$ cat config.mk
export PLATFORM = sky130hd
export DESIGN_NAME = sfr_readout
export DESIGN_NICKNAME = d
export VERILOG_FILES = /design/src/pkg/sfr_pkg.sv /design/src/logic/sfr_readout.sv /design/src/logic/sfr_inbuf.sv /design/src/logic/sfr_tchg.sv
export SDC_FILE = /design/constraint.sdc
export NUM_CORES = 1
export LEC_CHECK = 0
export BUFFER_PORTS_ARGS = -buffer_cell sky130_fd_sc_hd__buf_2
export CAP_MARGIN = 5
export CORE_MARGIN = 1.5
export CORE_UTILIZATION = 65
export CTS_CLUSTER_SIZE = 30
export DETAILED_ROUTE_END_ITERATION = 8
export PLACE_DENSITY_LB_ADDON = 0.1
export SLEW_MARGIN = 25
export SYNTH_ARGS = -nofsm -noshare
export SYNTH_HDL_FRONTEND = slang
export SYNTH_SLANG_ARGS = --single-unit
$ cat constraint.sdc
create_clock -name clock -period 6.5 [get_ports clock]
set_clock_uncertainty 0.15 [all_clocks]
set_input_delay 0.65 -clock clock [delete_from_list [all_inputs] [get_ports clock]]
set_output_delay 0.65 -clock clock [all_outputs]
set_load 0.05 [all_outputs]
$ cat src/pkg/sfr_pkg.sv
// constants shared by the sample store readout logic
// assumes one 25 MHz clock domain and an active low asynchronous reset
package sfr_pkg;

  // ----------------------------------------------------------------
  // register addresses
  // ----------------------------------------------------------------
  localparam logic [7:0] SFR_ADDR_PRESS_HIGH = 8'h01;
  localparam logic [7:0] SFR_ADDR_PRESS_MID  = 8'h02;
  localparam logic [7:0] SFR_ADDR_TEMP_LOW   = 8'h05;
  localparam logic [7:0] SFR_ADDR_TCHG_HIGH  = 8'h0A;
  localparam logic [7:0] SFR_ADDR_TCHG_LOW   = 8'h0B;
  localparam logic [7:0] SFR_ADDR_PART_ID    = 8'h0C;
  localparam logic [7:0] SFR_ADDR_QSTATUS    = 8'h0D;
  localparam logic [7:0] SFR_ADDR_QPORT      = 8'h0E;

  // ----------------------------------------------------------------
  // fields, modes and sizes
  // ----------------------------------------------------------------
  localparam int         SFR_STAT_OVF_BIT = 7;
  localparam int         SFR_STAT_LVL_BIT = 6;
  localparam logic [1:0] SFR_MODE_OFF     = 2'h0;
  localparam logic [1:0] SFR_MODE_CIRC    = 2'h1;
  localparam logic [1:0] SFR_MODE_STOP    = 2'h2;
  localparam int         SFR_PRESS_W      = 20;
  localparam int         SFR_TEMP_W       = 12;
  localparam int         SFR_SAMPLE_W     = 32;
  localparam int         SFR_STORE_DEPTH  = 32;
  localparam int         SFR_INBUF_DEPTH  = 4;
  localparam logic [5:0] SFR_STORE_FULL   = 6'h20;
  localparam logic [2:0] SFR_BYTE_LAST    = 3'h4;
  localparam logic [7:0] SFR_BYTE_ZERO    = 8'h00;
  localparam logic [7:0] SFR_ID_RESET     = 8'h00;

endpackage

$ cat src/logic/sfr_readout.sv
// sample store, status flags and register read port of the sensor
// assumes samples, mode and reads come from logic on the same clock;
// the register read port sits behind the serial bus slave
import sfr_pkg::*;

module sfr_readout
  import sfr_pkg::*;
#(
  parameter int STORE_DEPTH = SFR_STORE_DEPTH,
  parameter int INBUF_DEPTH = SFR_INBUF_DEPTH
)(
  input  wire logic                    clock,
  input  wire logic                    reset_n,
  input  wire logic                    sample_valid,
  output logic                         sample_ready,
  input  wire logic [SFR_PRESS_W-1:0]  sample_press,
  input  wire logic [SFR_TEMP_W-1:0]   sample_temp,
  input  wire logic [1:0]              queue_mode,
  input  wire logic [5:0]              queue_level_threshold,
  input  wire logic                    active_mode,
  input  wire logic [7:0]              nvm_ident,
  input  wire logic                    nvm_ident_valid,
  input  wire logic                    reg_read,
  input  wire logic [7:0]              reg_addr,
  output logic      [7:0]              reg_rdata,
  output logic                         fifo_event_clear,
  output logic                         queue_overflow_flag,
  output logic                         queue_level_flag,
  output logic      [5:0]              queue_sample_count
);
  localparam int PW = $clog2(STORE_DEPTH);

  // ----------------------------------------------------------------
  // input buffer and temperature change
  // ----------------------------------------------------------------
  logic                    buf_valid, drain_ready, acc;
  logic [SFR_SAMPLE_W-1:0] buf_data;
  logic [SFR_TEMP_W-1:0]   tchg;
  logic                    flush, enabled;
  logic                    active_q;

  sfr_inbuf #(.WIDTH(SFR_SAMPLE_W), .DEPTH(INBUF_DEPTH)) u_inbuf (
    .clock     (clock),
    .reset_n   (reset_n),
    .in_valid  (sample_valid),
    .in_ready  (sample_ready),
    .in_data   ({sample_press, sample_temp}),
    .out_valid (buf_valid),
    .out_ready (drain_ready),
    .out_data  (buf_data)
  );

  // mode off still drains so change and live data keep updating; an
  // activation flush holds the buffer one cycle so no sample is lost
  assign drain_ready = ~(flush & enabled);
  assign acc         = buf_valid & drain_ready;

  sfr_tchg u_tchg (
    .clock             (clock),
    .reset_n           (reset_n),
    .sample_valid      (acc),
    .sample_temp       (buf_data[SFR_TEMP_W-1:0]),
    .temp_change_value (tchg)
  );

  // ----------------------------------------------------------------
  // store control
  // ----------------------------------------------------------------
  logic [SFR_SAMPLE_W-1:0] store_q [STORE_DEPTH];
  logic [PW-1:0]           wr_q, wr_d, rd_q, rd_d;
  logic [5:0]              cnt_q, cnt_d;
  logic [2:0]              byte_q, byte_d;
  logic                    ovf_q, ovf_d, lvl_q, lvl_d;
  logic                    full, store_push, drop, pop_read, port_hit;
  logic [SFR_SAMPLE_W-1:0] oldest;

  assign enabled = (queue_mode == SFR_MODE_CIRC) || (queue_mode == SFR_MODE_STOP);
  assign flush   = ~enabled | (active_mode & ~active_q);
  assign full    = (cnt_q == SFR_STORE_FULL);
  assign oldest  = store_q[rd_q];

  always_comb
  begin
    port_hit   = reg_read && ((reg_addr == SFR_ADDR_QPORT) ||
                 (enabled && reg_addr == SFR_ADDR_PRESS_HIGH));
    // stop mode refuses when full, circular overwrites the oldest
    store_push = acc && enabled && (!full || queue_mode == SFR_MODE_CIRC);
    pop_read   = port_hit && (cnt_q != '0) && (byte_q == SFR_BYTE_LAST);
    drop       = store_push && full && !pop_read;
    wr_d       = wr_q;
    rd_d       = rd_q;
    cnt_d      = cnt_q;
    byte_d     = byte_q;
    if (flush)
    begin
      wr_d   = '0;
      rd_d   = '0;
      cnt_d  = '0;
      byte_d = '0;
    end
    else
    begin
      if (store_push)
        wr_d = PW'(wr_q + 1'b1);
      if (pop_read || drop)
        rd_d = PW'(rd_q + 1'b1);
      cnt_d = cnt_q + 6'(store_push) - 6'(pop_read | drop);
      if (pop_read || drop)
        byte_d = '0;
      else if (port_hit && cnt_q != '0)
        byte_d = byte_q + 3'h1;
    end
    ovf_d = !flush && ((acc && enabled && full) ||
            (ovf_q && cnt_d == SFR_STORE_FULL));
    lvl_d = !flush && (queue_level_threshold != '0) &&
            (cnt_d > queue_level_threshold);
  end

  always_ff @(posedge clock or negedge reset_n)
  begin
    if (!reset_n)
    begin
      wr_q     <= '0;
      rd_q     <= '0;
      cnt_q    <= '0;
      byte_q   <= '0;
      ovf_q    <= 1'b0;
      lvl_q    <= 1'b0;
      active_q <= 1'b0;
    end
    else
    begin
      wr_q     <= wr_d;
      rd_q     <= rd_d;
      cnt_q    <= cnt_d;
      byte_q   <= byte_d;
      ovf_q    <= ovf_d;
      lvl_q    <= lvl_d;
      active_q <= active_mode;
    end
  end

  always_ff @(posedge clock)
  begin
    if (store_push)
      store_q[wr_q] <= buf_data;
  end

  // ----------------------------------------------------------------
  // live data, identifier and read data
  // ----------------------------------------------------------------
  logic [SFR_SAMPLE_W-1:0] live_q, live_d;
  logic [7:0]              id_q, id_d, rdata_q, rdata_d;
  logic                    evt_q, evt_d;

  always_comb
  begin
    live_d  = acc ? buf_data : live_q;
    // identifier comes only from the nonvolatile load
    id_d    = nvm_ident_valid ? nvm_ident : id_q;
    evt_d   = reg_read && (reg_addr == SFR_ADDR_QSTATUS);
    rdata_d = rdata_q;
    if (reg_read)
    begin
      rdata_d = SFR_BYTE_ZERO;
      if (port_hit)
      begin
        if (cnt_q != '0)
        begin
          case (byte_q)
            3'h0:    rdata_d = oldest[31:24];
            3'h1:    rdata_d = oldest[23:16];
            3'h2:    rdata_d = {oldest[15:12], 4'h0};
            3'h3:    rdata_d = oldest[11:4];
            default: rdata_d = {oldest[3:0], 4'h0};
          endcase
        end
      end
      else if (reg_addr >= SFR_ADDR_PRESS_HIGH && reg_addr <= SFR_ADDR_TEMP_LOW)
      begin
        if (!enabled)
        begin
          case (reg_addr)
            8'h01:   rdata_d = live_q[31:24];
            8'h02:   rdata_d = live_q[23:16];
            8'h03:   rdata_d = {live_q[15:12], 4'h0};
            8'h04:   rdata_d = live_q[11:4];
            default: rdata_d = {live_q[3:0], 4'h0};
          endcase
        end
      end
      else
      begin
        case (reg_addr)
          SFR_ADDR_TCHG_HIGH: rdata_d = tchg[11:4];
          SFR_ADDR_TCHG_LOW:  rdata_d = {tchg[3:0], 4'h0};
          SFR_ADDR_PART_ID:   rdata_d = id_q;
          SFR_ADDR_QSTATUS:   rdata_d = {ovf_q, lvl_q, cnt_q};
          default:            rdata_d = SFR_BYTE_ZERO;
        endcase
      end
    end
  end

  always_ff @(posedge clock or negedge reset_n)
  begin
    if (!reset_n)
    begin
      live_q  <= '0;
      id_q    <= SFR_ID_RESET;
      evt_q   <= 1'b0;
      rdata_q <= SFR_BYTE_ZERO;
    end
    else
    begin
      live_q  <= live_d;
      id_q    <= id_d;
      evt_q   <= evt_d;
      rdata_q <= rdata_d;
    end
  end

  assign reg_rdata           = rdata_q;
  assign fifo_event_clear    = evt_q;
  assign queue_overflow_flag = ovf_q;
  assign queue_level_flag    = lvl_q;
  assign queue_sample_count  = cnt_q;
endmodule

$ cat src/logic/sfr_inbuf.sv
// small sample buffer with valid and ready on both sides
// assumes both sides on the same clock
module sfr_inbuf
  import sfr_pkg::*;
#(
  parameter int WIDTH = 32,
  parameter int DEPTH = 4
)(
  input  wire logic             clock,
  input  wire logic             reset_n,
  input  wire logic             in_valid,
  output logic                  in_ready,
  input  wire logic [WIDTH-1:0] in_data,
  output logic                  out_valid,
  input  wire logic             out_ready,
  output logic      [WIDTH-1:0] out_data
);
  localparam int AW = $clog2(DEPTH);

  logic [WIDTH-1:0] mem_q [DEPTH];
  logic [AW-1:0]    wr_q, wr_d, rd_q, rd_d;
  logic [AW:0]      cnt_q, cnt_d;
  logic             push, pop;

  assign in_ready  = (cnt_q != (AW+1)'(DEPTH));
  assign out_valid = (cnt_q != '0);
  assign out_data  = mem_q[rd_q];
  assign push      = in_valid & in_ready;
  assign pop       = out_valid & out_ready;

  always_comb
  begin
    wr_d  = push ? AW'((wr_q + 1'b1) % DEPTH) : wr_q;
    rd_d  = pop ? AW'((rd_q + 1'b1) % DEPTH) : rd_q;
    cnt_d = cnt_q + (AW+1)'(push) - (AW+1)'(pop);
  end

  always_ff @(posedge clock or negedge reset_n)
  begin
    if (!reset_n)
    begin
      wr_q  <= '0;
      rd_q  <= '0;
      cnt_q <= '0;
    end
    else
    begin
      wr_q  <= wr_d;
      rd_q  <= rd_d;
      cnt_q <= cnt_d;
    end
  end

  always_ff @(posedge clock)
  begin
    if (push)
      mem_q[wr_q] <= in_data;
  end
endmodule

$ cat src/logic/sfr_tchg.sv
// temperature change tracker: newest sample minus the one before
// assumes sample_valid is a one-cycle pulse per sample
module sfr_tchg
  import sfr_pkg::*;
(
  input  wire logic                  clock,
  input  wire logic                  reset_n,
  input  wire logic                  sample_valid,
  input  wire logic [SFR_TEMP_W-1:0] sample_temp,
  output logic      [SFR_TEMP_W-1:0] temp_change_value
);
  logic [SFR_TEMP_W-1:0] prev_q, prev_d, chg_q, chg_d;
  logic                  seen_q, seen_d;

  always_comb
  begin
    prev_d = prev_q;
    chg_d  = chg_q;
    seen_d = seen_q;
    if (sample_valid)
    begin
      prev_d = sample_temp;
      seen_d = 1'b1;
      // first sample has no predecessor, report no change
      chg_d  = seen_q ? SFR_TEMP_W'(sample_temp - prev_q) : '0;
    end
  end

  always_ff @(posedge clock or negedge reset_n)
  begin
    if (!reset_n)
    begin
      prev_q <= '0;
      chg_q  <= '0;
      seen_q <= 1'b0;
    end
    else
    begin
      prev_q <= prev_d;
      chg_q  <= chg_d;
      seen_q <= seen_d;
    end
  end

  assign temp_change_value = chg_q;
endmodule

==> impl_results.md <==
* Total grt overflow at 0
* Routed vias at 25.7k
* Design area at 55500 um2
* Clk sink count at 1243
* RePlAce Congestion at 0.911
* CP Buf/Inv Count at 6
* Power Dens Cells at 404 nW/um2
* Reg-to-Reg Start: queue_sample_count[2]$_DFF_PN0_
* Fraction of registers with async set/reset at 7.32%
* Post-synthesis mux area share at 14.6%
* WP data required at 6940 ps
* Post-synth design cell area at 49000 um2
* Core ar. at 74400 um2
* Crit path max-delay family: simple AND/OR/NAND/NOR gates
* Setup Crit Path Kind: in -> reg
* Reg area at 36900 um2
* Chip height at 277 um
* DR iter-0 viols at 3644
* Final setup viols at 0
* # DRC at 0
* Max frequency at 224 MHz
* Number of global-route vias before repair at 25.7k
* Main combinational cell family by area after synthesis: multiplexers
* Post-synthesis xor/xnor area fraction at 0.465%
* WL final at 124 mm
* Cts-stage hold buffer count at 15
* Synthesized Nets at 2568
* Post-route ant nets at 0
* WHS at 30.7 ps
* Die ar. at 77000 um2
* Pleak at 17.8 nW
* CTS tree: done
* Site row count at 100
* Primary FF master, synth: edfxtp_1
* Fin. Hold Viols at 0
* Fillers at 4065
* Top Ports at 80
* Initial antenna violation count at 5
* Crit path from: active_mode
* Starting density of the core at 65.8%
* HP Start: sample_press[13]
* CP most frequent cell: inv_1
* CP Cell Sequence: dlygate4sd3_1 -> buf_2 -> nand2b_1 -> nand2b_1 -> nor3_1 -> o2bb2ai_1 -> ha_1 -> inv_1 -> ha_1 -> inv_1 -> fa_1 -> inv_1 -> a21oi_1 -> nor2_1 -> nor2_1 -> xnor2_1 -> nand2_1 -> inv_1 -> ha_1 -> nand4_1 -> nor2_1 -> a211oi_1 -> a311oi_1
* Yosys warns at 0
* Crit path DAT at 4920 ps
* Least-Margin Pin Slew at 1120 ps
* Adder-cell share of the synthesized area at 1.22%
* Layout net count at 2749
* Area of the multi-input gates at 11600 um2
* Seq/Total Area, Yosys at 75.3%
* Hold Path Depth at 1
* Post-CTS sizing at 0
* Max Cap Viol at 0
* Synth Area per Inst at 19.9 um2
* Root Driver: clkbuf_16
* R2R cell count at 23
* WL per Instance at 33.4 um
* Slew headroom at 25.5%
* Yosys cell types at 68
* Pre-CTS WS at 1440 ps
* Compound-gate portion of the synthesized area at 3.35%
* Status: completed
* Port Buf Inserts at 79
* Tot GR Track Use at 32.6%
* Total CTS buffers at 119
* Hold Crit Class: in -> reg
* Worst Setup End Kind: flip-flop
* CP Depth at 23
* First-pass iteration count of the detailed router at 5
* First-pass GRT wire length at 178 mm
* Synth-to-layout area growth at 13.4%
* Crit path time final at 4470 ps
* Maximum clock path buffer count at 3
* Post-synth EDFFs at 1152
* Final Util at 74.6%
* Post-synthesis simple-gate area fraction at 3.47%
* Max Slew Vio Count at 0
* RSZ-0062 raised after global routing: false
* Largest net degree at the start of global routing at 76
* CTS H-Tree Depth at 3
* Die Wd at 277 um
* IR drop worst, VDD at 0.000613 V
* R2R Setup Slk at 2160 ps
* Worst setup margin at 2030 ps
* Final Cycle Share at 68.8%
* DP Area at 51000 um2
* Post-detail-place hpwl at 72.4 mm
* Worst-path clk slew at 60 ps
* Critical Path Max Stage Delay at 540 ps
* Critical path's slowest cell: dlygate4sd3_1
* Crit start category: input pin
* Share of layout cells above drive strength 1 at 25.2%
* Crit Path Max Fanout at 15
* Synth Register Bits at 1243
* Vias per cell at 6.93
* TNS Setup at 0 ps
* Clk Latency, worst-skew pair at 700 ps
* Setup bufs post-CTS at 0
* Post-Synthesis Cells at 2460
==> logic make-up after synthesis <==
family,count (synthesis)
compound gates,243
mux,364
simple gates,369
fa+ha+maj,46
buf+inv,169
xor+xnor,26
flops,1243
==> placed cells by master, fill, tap and decap left out, types with 48 or more instances in the layout <==
| master | count |
|---|---|
| clkbuf_16 | 121 |
| mux2i_1 | 72 |
| nor2_1 | 61 |
| buf_2 | 78 |
| buf_4 | 64 |
| dfrtp_1 | 86 |
| a22oi_1 | 48 |
| edfxtp_1 | 1152 |
| inv_1 | 48 |
| nand2_1 | 151 |
| mux4_2 | 279 |
==> final timing paths <==
path	endpoint
max	queue_level_flag$_DFF_PN0_
min	u_inbuf.mem_q[2][25]$_DFFE_PP_
max reg2reg	queue_level_flag$_DFF_PN0_
min reg2reg	live_q[19]$_DFFE_PN0N_
max in group asynchronous	rd_q[3]$_DFFE_PN0P_
min in group asynchronous	queue_sample_count[4]$_DFF_PN0_
==> where the power goes <==
part	total (W)	switching (W)	internal, W
Sequential	0.0109	0.000258	0.0106
Clock	0.00730	0.00301	0.00429
Combinational	0.00421	0.00322	0.000994
Total	0.0224	0.00648	0.0159
==> state kept, by name (all words and copies together), names as in the netlist <==
register / flops
queue_sample_count: 6
u_inbuf.rd_q: 2
fifo_event_clear: 1
id_q: 8
byte_q: 3
u_tchg.prev_q: 11
u_inbuf.mem_q: 128
queue_level_flag: 1
rd_q: 5
u_inbuf.wr_q: 2
queue_overflow_flag: 1
store_q: 1024
live_q: 21
reg_rdata: 8
u_inbuf.cnt_q: 3
active_q: 1
u_tchg.temp_change_value: 12
u_tchg.seen_q: 1
wr_q: 5
==> cell usage after synthesis (5+ instances only) <==
cell type	n	share of area, %
nor2b_1	15	0.19
nand4_1	10	0.13
a22oi_1	48	0.74
mux4_2	281	13
nand2b_1	8	0.10
o31ai_1	7	0.11
buf_1	12	0.092
nor3_1	16	0.16
a31oi_1	11	0.14
a21o_1	6	0.092
a21oi_1	34	0.35
ha_1	43	1.1
nor4_1	9	0.11
buf_4	17	0.26
o21ai_0	44	0.45
dfrtp_1	91	4.7
o211ai_1	5	0.077
edfxtp_1	1152	71
a211oi_1	12	0.18
xor2_1	8	0.14
xnor2_1	18	0.32
o41ai_1	5	0.089
mux2i_1	72	1.5
buf_2	37	0.38
nand3_1	20	0.20
o21bai_1	7	0.11
clkbuf_1	51	0.39
mux2_2	11	0.25
nand2_1	151	1.2
nand3b_1	9	0.14
nor2_1	94	0.72
a22o_1	7	0.13
inv_1	48	0.37
o22ai_1	24	0.31
and3_1	9	0.11
==> area by class of cell <==
class / instances / share of cell area, %
multi-input combinational: 1048 / 20.9
antenna: 2 / 0.00901
clock inverter: 86 / 1.87
tap: 969 / 2.18
sequential: 1243 / 66.4
inverter: 50 / 0.338
timing repair buffer: 179 / 2.72
clock buffer: 139 / 5.58
==> per-stage QoR <==
stage	std cells	power (W)
detailed placement	3466	0.0152
global placement	3459	0.0150
CTS	3706	0.0224
finish	3716	0.0224
global route	3714	0.0231
floorplan	2460	0.0132
==> per-layer routing <==
metal / share of wire [%] / vias to the layer above / GRT usage [%]
li1: - / 10400 / -
met1: 36 / 13400 / 44.8
met2: 49 / 1617 / 52.1
met3: 9.8 / 275 / 6.58
met4: 4.8 / 2 / 13.3
met5: 0.010 / - / 0
No activity file was read; power rests on OpenSTA's default activity.
